`config.mk`:
```
export PLATFORM = sky130hd
export DESIGN_NAME = dio_ctrl_host_port
export DESIGN_NICKNAME = d
export VERILOG_FILES = /design/src/design/dio_ctrl_pkg.sv /design/src/design/byte_select_decoder.sv /design/src/design/dio_ctrl_host_port.sv
export VERILOG_INCLUDE_DIRS = /design/src /design/src/design
export SDC_FILE = /design/constraint.sdc
export NUM_CORES = 1
export LEC_CHECK = 0
export ABC_AREA = 1
export ABC_CLOCK_PERIOD_IN_PS = 1900
export BUFFER_PORTS_ARGS = -buffer_cell sky130_fd_sc_hd__buf_2
export CORE_MARGIN = 1.5
export CORE_UTILIZATION = 43
export DETAILED_ROUTE_END_ITERATION = 16
export GPL_TIMING_DRIVEN = 0
export PLACE_DENSITY = 0.64
export SLEW_MARGIN = 20
export SYNTH_ARGS = -nofsm -noshare
export SYNTH_HDL_FRONTEND = slang
export SYNTH_SLANG_ARGS = --single-unit
```
`constraint.sdc`:
```
create_clock -name clk_sys -period 1.9 [get_ports clk_sys]
set_input_delay 0.095 -clock clk_sys [delete_from_list [all_inputs] [get_ports clk_sys]]
set_output_delay 0.095 -clock clk_sys [all_outputs]
set_load 0.01 [all_outputs]
```
`src/design/dio_ctrl_consts.svh`:
```
`ifndef DIO_CTRL_CONSTS_SVH
`define DIO_CTRL_CONSTS_SVH

`define DIO_PSW_BUSY_BIT     4'd12
`define DIO_PSW_EXAMINE_BIT  4'd13
`define DIO_PSW_MISSING_BIT  4'd15
`define DIO_STAT_EXTINT_BIT  4'd3
`define DIO_CMD_ARM_BIT      3'd0
`define DIO_CMD_ENABLE_BIT   3'd1
`define DIO_CMD_RAND_BIT     3'd4
`define DIO_CMD_SEQ_BIT      3'd5
`define DIO_CMD_WRITE_BIT    3'd6
`define DIO_CMD_READ_BIT     3'd7
`define DIO_BYTE_SELECTS     16
`define DIO_ADDR_RESET       8'h00
`define DIO_CMD_RESET        8'h00
`define DIO_MODSEL_RESET     8'h00
`define DIO_ACK_WAIT_CYCLES  4'd8

`endif

```
`src/design/dio_ctrl_pkg.sv`:
```
`default_nettype none

package dio_ctrl_pkg;

    typedef struct packed {
        logic       addressPhaseStrobe;
        logic       commandStrobe;
        logic       writeDataStrobe;
        logic       readDataStrobe;
        logic       statusReadStrobe;
        logic [7:0] busData;
    } bus_req_t;

    typedef struct packed {
        logic        transferSyncReply;
        logic [15:0] readReturnLines;
    } bus_rsp_t;

    typedef enum logic [2:0] {
        XFER_IDLE  = 3'b001,
        XFER_WAIT  = 3'b010,
        XFER_BUSY  = 3'b100
    } xfer_state_t;

endpackage

`default_nettype wire

```
`src/design/byte_select_decoder.sv`:
```
`timescale 1ns/10ps
`default_nettype none
`include "dio_ctrl_consts.svh"

module byte_select_decoder (
    input  wire logic                          clk_sys,
    input  wire logic                          rst_b,
    input  wire logic                          clkEn,
    input  wire logic                          strobe,
    input  wire logic [3:0]                    byteAddr,
    output logic      [`DIO_BYTE_SELECTS-1:0]  byteSelect
);

    logic [`DIO_BYTE_SELECTS-1:0] selectD;

    // One select per byte, exactly one while strobe
    genvar i;
    generate
        for (i = 0; i < `DIO_BYTE_SELECTS; i++) begin : g_sel
            assign selectD[i] = strobe && (byteAddr == 4'(i));
        end
    endgenerate

    always_ff @(posedge clk_sys) begin
        if (!rst_b) begin
            byteSelect <= '0;
        end else if (clkEn) begin
            byteSelect <= selectD;
        end
    end

    a_select_onehot: assert property (@(posedge clk_sys) disable iff (!rst_b)
        $countones(byteSelect) <= 1)
        else $error("More than one byte select active");
    a_select_follows: assert property (@(posedge clk_sys) disable iff (!rst_b)
        (clkEn && strobe) |=> byteSelect[$past(byteAddr)])
        else $error("Addressed byte select missing");

endmodule

`default_nettype wire

```
`src/design/dio_ctrl_host_port.sv`:
```
`timescale 1ns/10ps
`default_nettype none
`include "dio_ctrl_consts.svh"

module dio_ctrl_host_port (
    input  wire logic                   clk_sys,
    input  wire logic                   rst_b,
    input  wire logic                   clkEn,
    input  wire dio_ctrl_pkg::bus_req_t busReq,
    input  wire logic                   requestAckChainIn,
    input  wire logic [7:0]             deviceAddress,
    input  wire logic                   externalInt,
    input  wire logic                   moduleAck,
    input  wire logic [7:0]             inputModuleData,
    input  wire logic                   transferDone,
    output dio_ctrl_pkg::bus_rsp_t      busRsp,
    output logic                        requestAckChainOut,
    output logic                        attentionRequest,
    output logic [7:0]                  outputData,
    output logic [15:0]                 byteSelect,
    output logic [3:0]                  moduleSelect,
    output logic                        moduleReadMode,
    output logic [7:0]                  commandByte,
    output logic                        transferBusyFlag,
    output logic                        externalIntFlag,
    output logic                        missingModuleFlag
);

    // Two-flop synchronisers for all pins from the bus
    logic [13:0] pinMeta_q;
    logic [13:0] pinSync_q;
    logic [13:0] pinRaw;
    logic [13:0] pinSyncPrev_q;

    assign pinRaw = {busReq, requestAckChainIn};

    always_ff @(posedge clk_sys) begin
        if (!rst_b) begin
            pinMeta_q     <= '0;
            pinSync_q     <= '0;
            pinSyncPrev_q <= '0;
        end else if (clkEn) begin
            pinMeta_q     <= pinRaw;
            pinSync_q     <= pinMeta_q;
            pinSyncPrev_q <= pinSync_q;
        end
    end

    logic       addrStrobe;
    logic       cmdStrobe;
    logic       wrStrobe;
    logic       rdStrobe;
    logic       srStrobe;
    logic [7:0] busData;
    logic       ackIn;
    logic       ackInRise;
    logic       cmdRise;
    logic       wrRise;
    logic       addrRise;

    assign addrStrobe = pinSync_q[13];
    assign cmdStrobe  = pinSync_q[12];
    assign wrStrobe   = pinSync_q[11];
    assign rdStrobe   = pinSync_q[10];
    assign srStrobe   = pinSync_q[9];
    assign busData    = pinSync_q[8:1];
    assign ackIn      = pinSync_q[0];
    assign ackInRise  = pinSync_q[0] && !pinSyncPrev_q[0];
    assign cmdRise    = pinSync_q[12] && !pinSyncPrev_q[12];
    assign wrRise     = pinSync_q[11] && !pinSyncPrev_q[11];
    assign addrRise   = pinSync_q[13] && !pinSyncPrev_q[13];

    // Addressed level and setup sequencing
    logic       addressedLevel_q;
    logic       addressedLevel_d;
    logic       setupPending_q;
    logic       setupPending_d;
    logic [3:0] byteAddr_q;

    assign addressedLevel_d = addrRise ? (busData == deviceAddress) : addressedLevel_q;
    logic addrWrite;
    logic dataWrite;
    assign addrWrite = wrRise && addressedLevel_q && setupPending_q;
    assign dataWrite = wrRise && addressedLevel_q && !setupPending_q;
    assign setupPending_d = (cmdRise && addressedLevel_q) ? 1'b1 :
                            (addrWrite ? 1'b0 : setupPending_q);
    // Gates
    logic readGate;
    logic statusReadGate;
    logic cmdGate;
    assign readGate       = rdStrobe && addressedLevel_q;
    assign statusReadGate = srStrobe && addressedLevel_q;
    assign cmdGate        = cmdStrobe && addressedLevel_q;
    always_ff @(posedge clk_sys) begin
        if (!rst_b) begin
            addressedLevel_q <= 1'b0;
            setupPending_q   <= 1'b0;
        end else if (clkEn) begin
            addressedLevel_q <= addressedLevel_d;
            setupPending_q   <= setupPending_d;
        end
    end

    // Command byte and module select registers
    logic armed;
    logic enabled;
    assign armed   = commandByte[`DIO_CMD_ARM_BIT];
    assign enabled = commandByte[`DIO_CMD_ENABLE_BIT];
    always_ff @(posedge clk_sys) begin
        if (!rst_b) begin
            commandByte    <= `DIO_CMD_RESET;
            moduleSelect   <= 4'h0;
            byteAddr_q     <= 4'h0;
            moduleReadMode <= 1'b0;
            outputData     <= 8'h00;
        end else if (clkEn) begin
            if (cmdRise && addressedLevel_q) begin
                commandByte    <= busData;
                moduleReadMode <= busData[`DIO_CMD_READ_BIT];
            end
            if (addrWrite) begin
                moduleSelect <= busData[7:4];
                byteAddr_q   <= busData[3:0];
            end
            if (dataWrite) begin
                outputData <= busData;
            end
        end
    end

    byte_select_decoder u_dec (
        .clk_sys    (clk_sys),
        .rst_b      (rst_b),
        .clkEn      (clkEn),
        .strobe     (dataWrite && !moduleReadMode),
        .byteAddr   (byteAddr_q),
        .byteSelect (byteSelect)
    );

    // Module ack check and input capture after address write
    logic [3:0] ackWait_q;
    logic [7:0] inputData_q;

    always_ff @(posedge clk_sys) begin
        if (!rst_b) begin
            ackWait_q         <= 4'h0;
            missingModuleFlag <= 1'b0;
            inputData_q       <= 8'h00;
        end else if (clkEn) begin
            if (addrWrite) begin
                ackWait_q         <= `DIO_ACK_WAIT_CYCLES;
                missingModuleFlag <= 1'b0;
            end else if (ackWait_q != 4'h0) begin
                if (moduleAck) begin
                    ackWait_q <= 4'h0;
                    inputData_q <= inputModuleData;
                end else if (ackWait_q == 4'h1) begin
                    missingModuleFlag <= 1'b1;
                    ackWait_q         <= 4'h0;
                end else begin
                    ackWait_q <= ackWait_q - 4'h1;
                end
            end
        end
    end

    // Busy: set on address or data write, clears on completion
    dio_ctrl_pkg::xfer_state_t xfer_q;
    dio_ctrl_pkg::xfer_state_t xfer_d;
    logic busyStart;
    assign busyStart = dataWrite || addrWrite;
    always_comb begin
        xfer_d = xfer_q;
        unique case (xfer_q)
            dio_ctrl_pkg::XFER_IDLE: begin
                if (busyStart) xfer_d = dio_ctrl_pkg::XFER_BUSY;
            end
            dio_ctrl_pkg::XFER_WAIT: begin
                xfer_d = dio_ctrl_pkg::XFER_IDLE;
            end
            dio_ctrl_pkg::XFER_BUSY: begin
                if (transferDone) xfer_d = dio_ctrl_pkg::XFER_WAIT;
            end
            default: xfer_d = dio_ctrl_pkg::XFER_IDLE;
        endcase
    end

    logic readyEvent;
    assign readyEvent = (xfer_q == dio_ctrl_pkg::XFER_WAIT);
    assign transferBusyFlag = (xfer_q == dio_ctrl_pkg::XFER_BUSY);

    always_ff @(posedge clk_sys) begin
        if (!rst_b) begin
            xfer_q <= dio_ctrl_pkg::XFER_IDLE;
        end else if (clkEn) begin
            xfer_q <= xfer_d;
        end
    end

    // External interrupt pin synchroniser
    logic extMeta_q;
    logic extSync_q;
    logic extPrev_q;
    logic extEvent;
    assign extEvent = extSync_q && !extPrev_q;
    always_ff @(posedge clk_sys) begin
        if (!rst_b) begin
            extMeta_q       <= 1'b0;
            extSync_q       <= 1'b0;
            extPrev_q       <= 1'b0;
            externalIntFlag <= 1'b0;
        end else if (clkEn) begin
            extMeta_q <= externalInt;
            extSync_q <= extMeta_q;
            extPrev_q <= extSync_q;
            if (extEvent) begin
                externalIntFlag <= 1'b1;
            end else if (cmdRise && addressedLevel_q) begin
                externalIntFlag <= 1'b0;
            end
        end
    end

    // Interrupt queue
    logic queued_q;
    logic ackCapture;
    logic ackSyncPulse;
    assign ackCapture   = ackInRise && queued_q && enabled;
    assign ackSyncPulse = ackCapture;
    always_ff @(posedge clk_sys) begin
        if (!rst_b) begin
            queued_q <= 1'b0;
        end else if (clkEn) begin
            if (!armed) begin
                queued_q <= 1'b0;
            end else if (readyEvent || extEvent) begin
                queued_q <= 1'b1;
            end else if (ackSyncPulse) begin
                queued_q <= 1'b0;
            end
        end
    end
    logic ackHeld_q;
    always_ff @(posedge clk_sys) begin
        if (!rst_b) begin
            ackHeld_q <= 1'b0;
        end else if (clkEn) begin
            ackHeld_q <= ackCapture ? 1'b1 : (ackIn ? ackHeld_q : 1'b0);
        end
    end

    assign attentionRequest   = queued_q && enabled;
    assign requestAckChainOut = ackIn && !attentionRequest && !ackHeld_q && !ackCapture;

    // Response mux: sync and return lines from flops
    logic [15:0] statusWord;
    always_comb begin
        statusWord = 16'h0000;
        statusWord[`DIO_STAT_EXTINT_BIT] = externalIntFlag;
        statusWord[`DIO_PSW_BUSY_BIT]    = transferBusyFlag;
        statusWord[`DIO_PSW_EXAMINE_BIT] = externalIntFlag;
        statusWord[`DIO_PSW_MISSING_BIT] = missingModuleFlag;
    end
    logic        syncD;
    logic [15:0] returnD;
    assign syncD = readGate || statusReadGate || cmdGate || (ackHeld_q && ackIn)
                 || (addrStrobe && (busData == deviceAddress))
                 || (wrStrobe && addressedLevel_q);
    assign returnD = readGate ? {8'h00, inputData_q} :
                     statusReadGate ? statusWord :
                     (ackHeld_q && ackIn) ? {8'h00, deviceAddress} : 16'h0000;

    always_ff @(posedge clk_sys) begin
        if (!rst_b) begin
            busRsp <= '0;
        end else if (clkEn) begin
            busRsp.transferSyncReply <= syncD;
            busRsp.readReturnLines   <= returnD;
        end
    end

    a_read_gate_sync: assert property (@(posedge clk_sys) disable iff (!rst_b)
        (clkEn && readGate) |=> busRsp.transferSyncReply)
        else $error("Read gate without sync");
    a_status_word_bits: assert property (@(posedge clk_sys) disable iff (!rst_b)
        (clkEn && statusReadGate && !readGate) |=>
        busRsp.readReturnLines[13] == $past(externalIntFlag))
        else $error("Examine bit wrong");
    a_status_needs_addr: assert property (@(posedge clk_sys) disable iff (!rst_b)
        (clkEn && srStrobe && !addressedLevel_q && !readGate && !cmdGate) |=>
        busRsp.readReturnLines == 16'h0000)
        else $error("Status returned unaddressed");
    a_atten_enable: assert property (@(posedge clk_sys) disable iff (!rst_b)
        (clkEn && armed && enabled && !cmdRise && (readyEvent || extEvent)) |=> attentionRequest)
        else $error("Enabled interrupt not signalled");
    a_atten_holds: assert property (@(posedge clk_sys) disable iff (!rst_b)
        (clkEn && attentionRequest && !ackCapture && !cmdRise) |=> attentionRequest)
        else $error("Attention dropped early");
    a_disarm_clear: assert property (@(posedge clk_sys) disable iff (!rst_b)
        (clkEn && !armed) |=> !queued_q)
        else $error("Queue set while disarmed");
    a_ready_on_clear: assert property (@(posedge clk_sys) disable iff (!rst_b)
        (clkEn && armed && $fell(transferBusyFlag)) |=> ##[0:1] queued_q)
        else $error("Ready interrupt lost");
    a_ext_flag_set: assert property (@(posedge clk_sys) disable iff (!rst_b)
        (clkEn && extEvent) |=> externalIntFlag)
        else $error("External flag not set");
    a_ack_blocked: assert property (@(posedge clk_sys) disable iff (!rst_b)
        attentionRequest |-> !requestAckChainOut)
        else $error("Acknowledge passed while requesting");
    a_ack_returns_addr: assert property (@(posedge clk_sys) disable iff (!rst_b)
        (clkEn && ackCapture) |=> ##1 (busRsp.readReturnLines[7:0] == deviceAddress))
        else $error("Ack address not returned");
    c_read_done:   cover property (@(posedge clk_sys) readGate ##1 busRsp.transferSyncReply);
    c_status_read: cover property (@(posedge clk_sys) statusReadGate);
    c_ack_capture: cover property (@(posedge clk_sys) ackCapture);
    c_missing:     cover property (@(posedge clk_sys) $rose(missingModuleFlag));

endmodule

`default_nettype wire

```
# == Yosys cells after proc, flatten, opt, wreduce, memory -nomap -nowiden ==
# Cells that the tools add are included.
# word_totals
output_inout_bits,59
n_memories,0
input_bits,36
wordCells,146
ff_bits,124
latchBits,0
ram_bits,0
rom_bits,0
# op_classes
eq_ne,25
n_div,0
n_lt_le_gt_ge,0
mux,23
n_bitwise,1
reduce_logical,73
multipliers,0
shifts,0
addsub,1
# ops
op,count
1-bit logical AND,38
4-bit equality test (second input constant),8
16-bit 2-to-1 mux,2
2-bit AND reduction,9
4-bit by 3-bit equality test with 1-bit output (second input constant),4
4-bit 2-to-1 mux,4
1-bit 2-to-1 mux,13
1-bit zero test,10
4-bit by 1-bit equality test with 1-bit output (second input constant),2
4-bit by 2-bit equality test with 1-bit output (second input constant),2
8-bit equality test,1
8-bit 2-to-1 mux,1
4-bit AND reduction,2
2-bit nonzero test,4
1-bit logical OR,7
3-bit 2-to-1 mux,2
3-bit case mux with 2 select lines,1
4-bit zero test,1
2-bit by 1-bit != test with 1-bit output (second input constant),2
2-bit != test (second input constant),2
4-bit nonzero test,1
4-bit by 1-bit subtractor with 4-bit output (second input constant),1
3-bit by 1-bit equality test with 1-bit output (second input constant),1
3-bit by 2-bit equality test with 1-bit output (second input constant),1
4 further kinds,4

# == Logic depth before layout (Yosys ltp) ==
# depth
word_depth,7
depth_mapped,8
depth_no_buf,8

# == Modules after synthesis ==
# From an unflattened synthesis, not the netlist that was laid out.
# unflattened
hier_cells,572
hier_area_um2,4326.6
# by_module_without_submodules
mod,seq_area_each_um2,cells_each,area_per_inst_um2,instances
dio_ctrl_host_port,1841.8,487,3692.3,1
byte_select_decoder,320.3,85,634.4,1

# == Worst setup path before layout ==
# OpenSTA, ideal clock, no wires.
# synth_timing
path_kind,register -> register
start,reg ackWait_q[0]
end,reg inputData_q[0]
stages_incl_launch_ff,9
synth_period_minus_slack_ps,1387
setup_ps,116
arrival_time_ps,1272
t_required_ps,1784
path_buffers,0
path_slack_ps,513
cell_sequence,dfxtp_1 inv_1 ha_1 nand3_1 nand2_1 nor2_4 clkinv_4 nor2_1 nor2_1
# synth_via
elab_chain_cells,2
# synth_rtl
item,line,text
start: declaration,dio_ctrl_host_port.sv:141,logic [3:0] ackWait_q;
start signal: assignment,dio_ctrl_host_port.sv:151,ackWait_q <= `DIO_ACK_WAIT_CYCLES;
start signal: assignment,dio_ctrl_host_port.sv:161,ackWait_q <= ackWait_q - 4'h1;
4-bit nonzero test,dio_ctrl_host_port.sv:153,end else if (ackWait_q != 4'h0) begin
4-bit AND reduction (no source line),--,
end signal: assignment,dio_ctrl_host_port.sv:156,inputData_q <= inputModuleData;
end: declaration,dio_ctrl_host_port.sv:142,logic [7:0] inputData_q;
# Every way passes these cells.
# A chain may end at the register's enable or synchronous reset.

# == Final worst setup path ==
# layout_timing
start,reg ackWait_q[0]
end,reg inputData_q[3]
# Same word-level chain as after synthesis.

==> out/qor.csv <==
stage,metric,value,unit
synthesis,syn-cell-area,0.00436,mm²
floorplanning,die_h,104,µm
detailed_routing,wl_per_cell,14.7,µm
power_and_ir_drop,p_clk_share,30.7,%
run,cap_viol_max_count,0,
synthesis,yosys.cell_count.top_type,dfxtp_1,
clock_tree,htreeDepth,3,
floorplanning,die_w,104,µm
power_and_ir_drop,p_int,3.45,mW
detailed_routing,vias_per_cell,5.12,
synthesis,syn_inst,570,
synthesis,synthTopCellsByArea,"dfxtp_1, nor2_1, o21ai_0, nand2_1, a21oi_1",
sta,min_period,1.69,ns
synthesis,synthTopCellsByCount,"dfxtp_1, nor2_1, nand2_1",
clock_tree,clock_path_buffers,2,
clock_tree,cts_resized,0,
sta,fmax,590,MHz
power_and_ir_drop,ir_drop,0.378,mV
sta,fin_crit_sh,89.2,%
floorplanning,io_pins,95,
sta,setup_viol,0,
clock_tree,cts_hold_buffers,26,
setup_path,crit_arrival,1.97,ns
setup_path,cp_max_fo,9,
placed_design,gp_congestion,0.834,
sta,fin_tns_setup,0,ns
sta,worst_slack,0.205,ns
synthesis,synth-seq-cells,108,
synthesis,synth_top_area_cell,dfxtp_1,
finish,fillers,967,
setup_path,crit_type,reg -> reg,
clock_tree,post_cts_buffers,0,
global_route,antenna_found_initial,0,
detailed_routing,vias,4304,
sta,clock_skew,0.0145,ns
setup_path,worstSetupStartpointType,flip-flop,
setup_path,required,2.17,ns
placed_design,numPortBuffers,89,
synthesis,synth_top_area_share,49.6,%
sta,rsz0062_at_grt,no,
clock_tree,cts_tree,done,
finish,antenna_cells,0,
floorplanning,core,0.00982,mm²
power_and_ir_drop,seq_power_share,52.0,%
floorplanning,initial_core_util,44.4,%
synthesis,synth.distinct_cells,32,
finish,final_nets,740,
floorplanning,num_rows,36,
power_and_ir_drop,power.net_switching,1.44,mW
power_and_ir_drop,switching_share,29.4,%
finish,ff_latch_area,0.00216,mm²
clock_tree,clk_latency,0.37,ns
detailed_routing,drtAntennaViolNets,0,
worst_hold_path,hold_path_class,in -> reg,
placed_design,post-place-ws,0.220,ns
floorplanning,dieArea,0.0107,mm²
finish,drive_gt1_share,19.7,%
clock_tree,root_buffer,clkbuf_8,
synthesis,yosys_warnings,0,
detailed_routing,totalWireLength,12300,µm
placed_design,hpwl,8860,µm
clock_tree,clkSlewWorstSetupHoldPaths,0.11,ns
setup_path,crit_path_end_kind,flip-flop,
synthesis,async_flop_share,0,%
global_route,grt-ovfl-total,0,
synthesis,synth_edf_count,0,
sta,tightestPinTransition,0.692,ns
sta,hold_violations,0,
synthesis,syn_area_per_cell,7.65,µm²
power_and_ir_drop,p_leak,2.39,nW
power_and_ir_drop,combPwrFrac,17.2,%
run_status,outcome,finished clean,
synthesis,synth-seq-area-share,49.6,%
placed_design,place_area,0.00498,mm²
detailed_routing,drt-pass1-iter-count,5,
finish,fin_util,55.8,%
global_route,grt_pass1_wl,19800,µm
finish,multi_input_area,0.00189,mm²
detailed_routing,drc_errors,0,
finish,post-route-cell-area,0.00548,mm²
global_route,grt.total_usage,23.1,%
finish,syn_to_final_growth,25.8,%
power_and_ir_drop,finalPower,4.88,mW
clock_tree,numCtsBuffers,9,
synthesis,ys.flop_type,dfxtp_1,
clock_tree,cts.sinks,108,
detailed_routing,drtIter0Drc,202,
global_route,grt_max_degree,19,
power_and_ir_drop,p_per_area,891,mW/mm²
sta,drv_slew,0,
global_route,grt_pass1_vias,4065,
sta,relSlewSlack,53.7,%
==> final timing paths <==
check,cells past startpoint,slack [ns],from,end
setup reg to reg,8,0.21,ackWait_q[0],inputData_q[3]
setup / recovery,8,0.21,ackWait_q[0],inputData_q[3]
hold reg to reg,2,0.46,extPrev_q,extPrev_q
hold / removal,3,0.02,deviceAddress[7],busRsp[7]
==> cell type report <==
class	instances	area share, %
Timing Repair Buffer	117	13.2
Inverter	38	2.72
Sequential cell	108	39.4
Buffer	33	3.19
Tap cell	133	3.04
Multi-Input combinational cell	395	34.4
Clock inverter	5	1.21
Clock buffer	11	2.76
==> power groups by stage <==
stage | clock, mW | sequential, mW | combinational (mW)
finish | 1.50 | 2.54 | 0.841
global route | 1.62 | 2.56 | 0.951
CTS | 1.52 | 2.54 | 0.833
detailed placement | 0 | 2.59 | 0.790
global placement | 0 | 2.58 | 0.762
floorplan | 0 | 2.56 | 0.572
==> per-stage QoR <==
step                      hold WS (ns)  cells
after floorplan                  0.230    574
after global placement           0.317    796
after detailed placement         0.323    796
after CTS                      0.00290    838
after global routing            0.0104    840
final                           0.0228    840
==> state kept, by name (all words and copies together) (netlist names), 3 cells and up <==
register	cells
ackWait_q	4
busRsp	12
byteAddr_q	4
commandByte	7
inputData_q	8
moduleSelect	4
outputData	8
pinMeta_q	14
pinSyncPrev_q	4
pinSync_q	14
u_dec.byteSelect	16
xfer_q	3
==> layout by cell type (no fill, tap or decap), types with 6 or more instances in the layout <==
cell	synthesis	routed
inv_1	34	34
clkbuf_8	0	11
a31oi_1	10	10
a21oi_1	54	54
clkbuf_1	17	17
nand4_1	10	10
nor2_1	99	99
dfxtp_1	108	108
buf_4	6	6
nand2_1	88	88
buf_2	5	94
nand3_1	28	28
o21ai_0	69	69
dlygate4sd3_1	0	28
==> metal layers <==
metal	GRT usage, %	wire [µm]
met5	0	0
met4	7.44	248
met3	5.03	740
met2	40.1	5950
met1	28.6	5410
==> kinds of logic (layout without fill, tap and decap cells) <==
group / after synthesis / count (layout) / synth area share [%]
xor gates and xnor gates: 5 / 5 / 1.00
DFF: 108 / 108 / 49.6
buffers and inverters: 71 / 204 / 7.44
other: 1 / 5 / 0.0861
AOI/OAI and AO/OA: 143 / 143 / 17.4
and+or+nand+nor: 240 / 240 / 23.9
adders and majority gates: 2 / 2 / 0.574
==> worst max-delay path: stages (launching register included) <==
cell      delay, ns
dfxtp_1        0.40
inv_1          0.10
ha_1           0.24
nand3_1        0.09
nand2_1        0.15
nor2_4         0.32
clkinv_4       0.13
nor2_1         0.12
nor2_1         0.05
(Power assumes the default switching activity.)
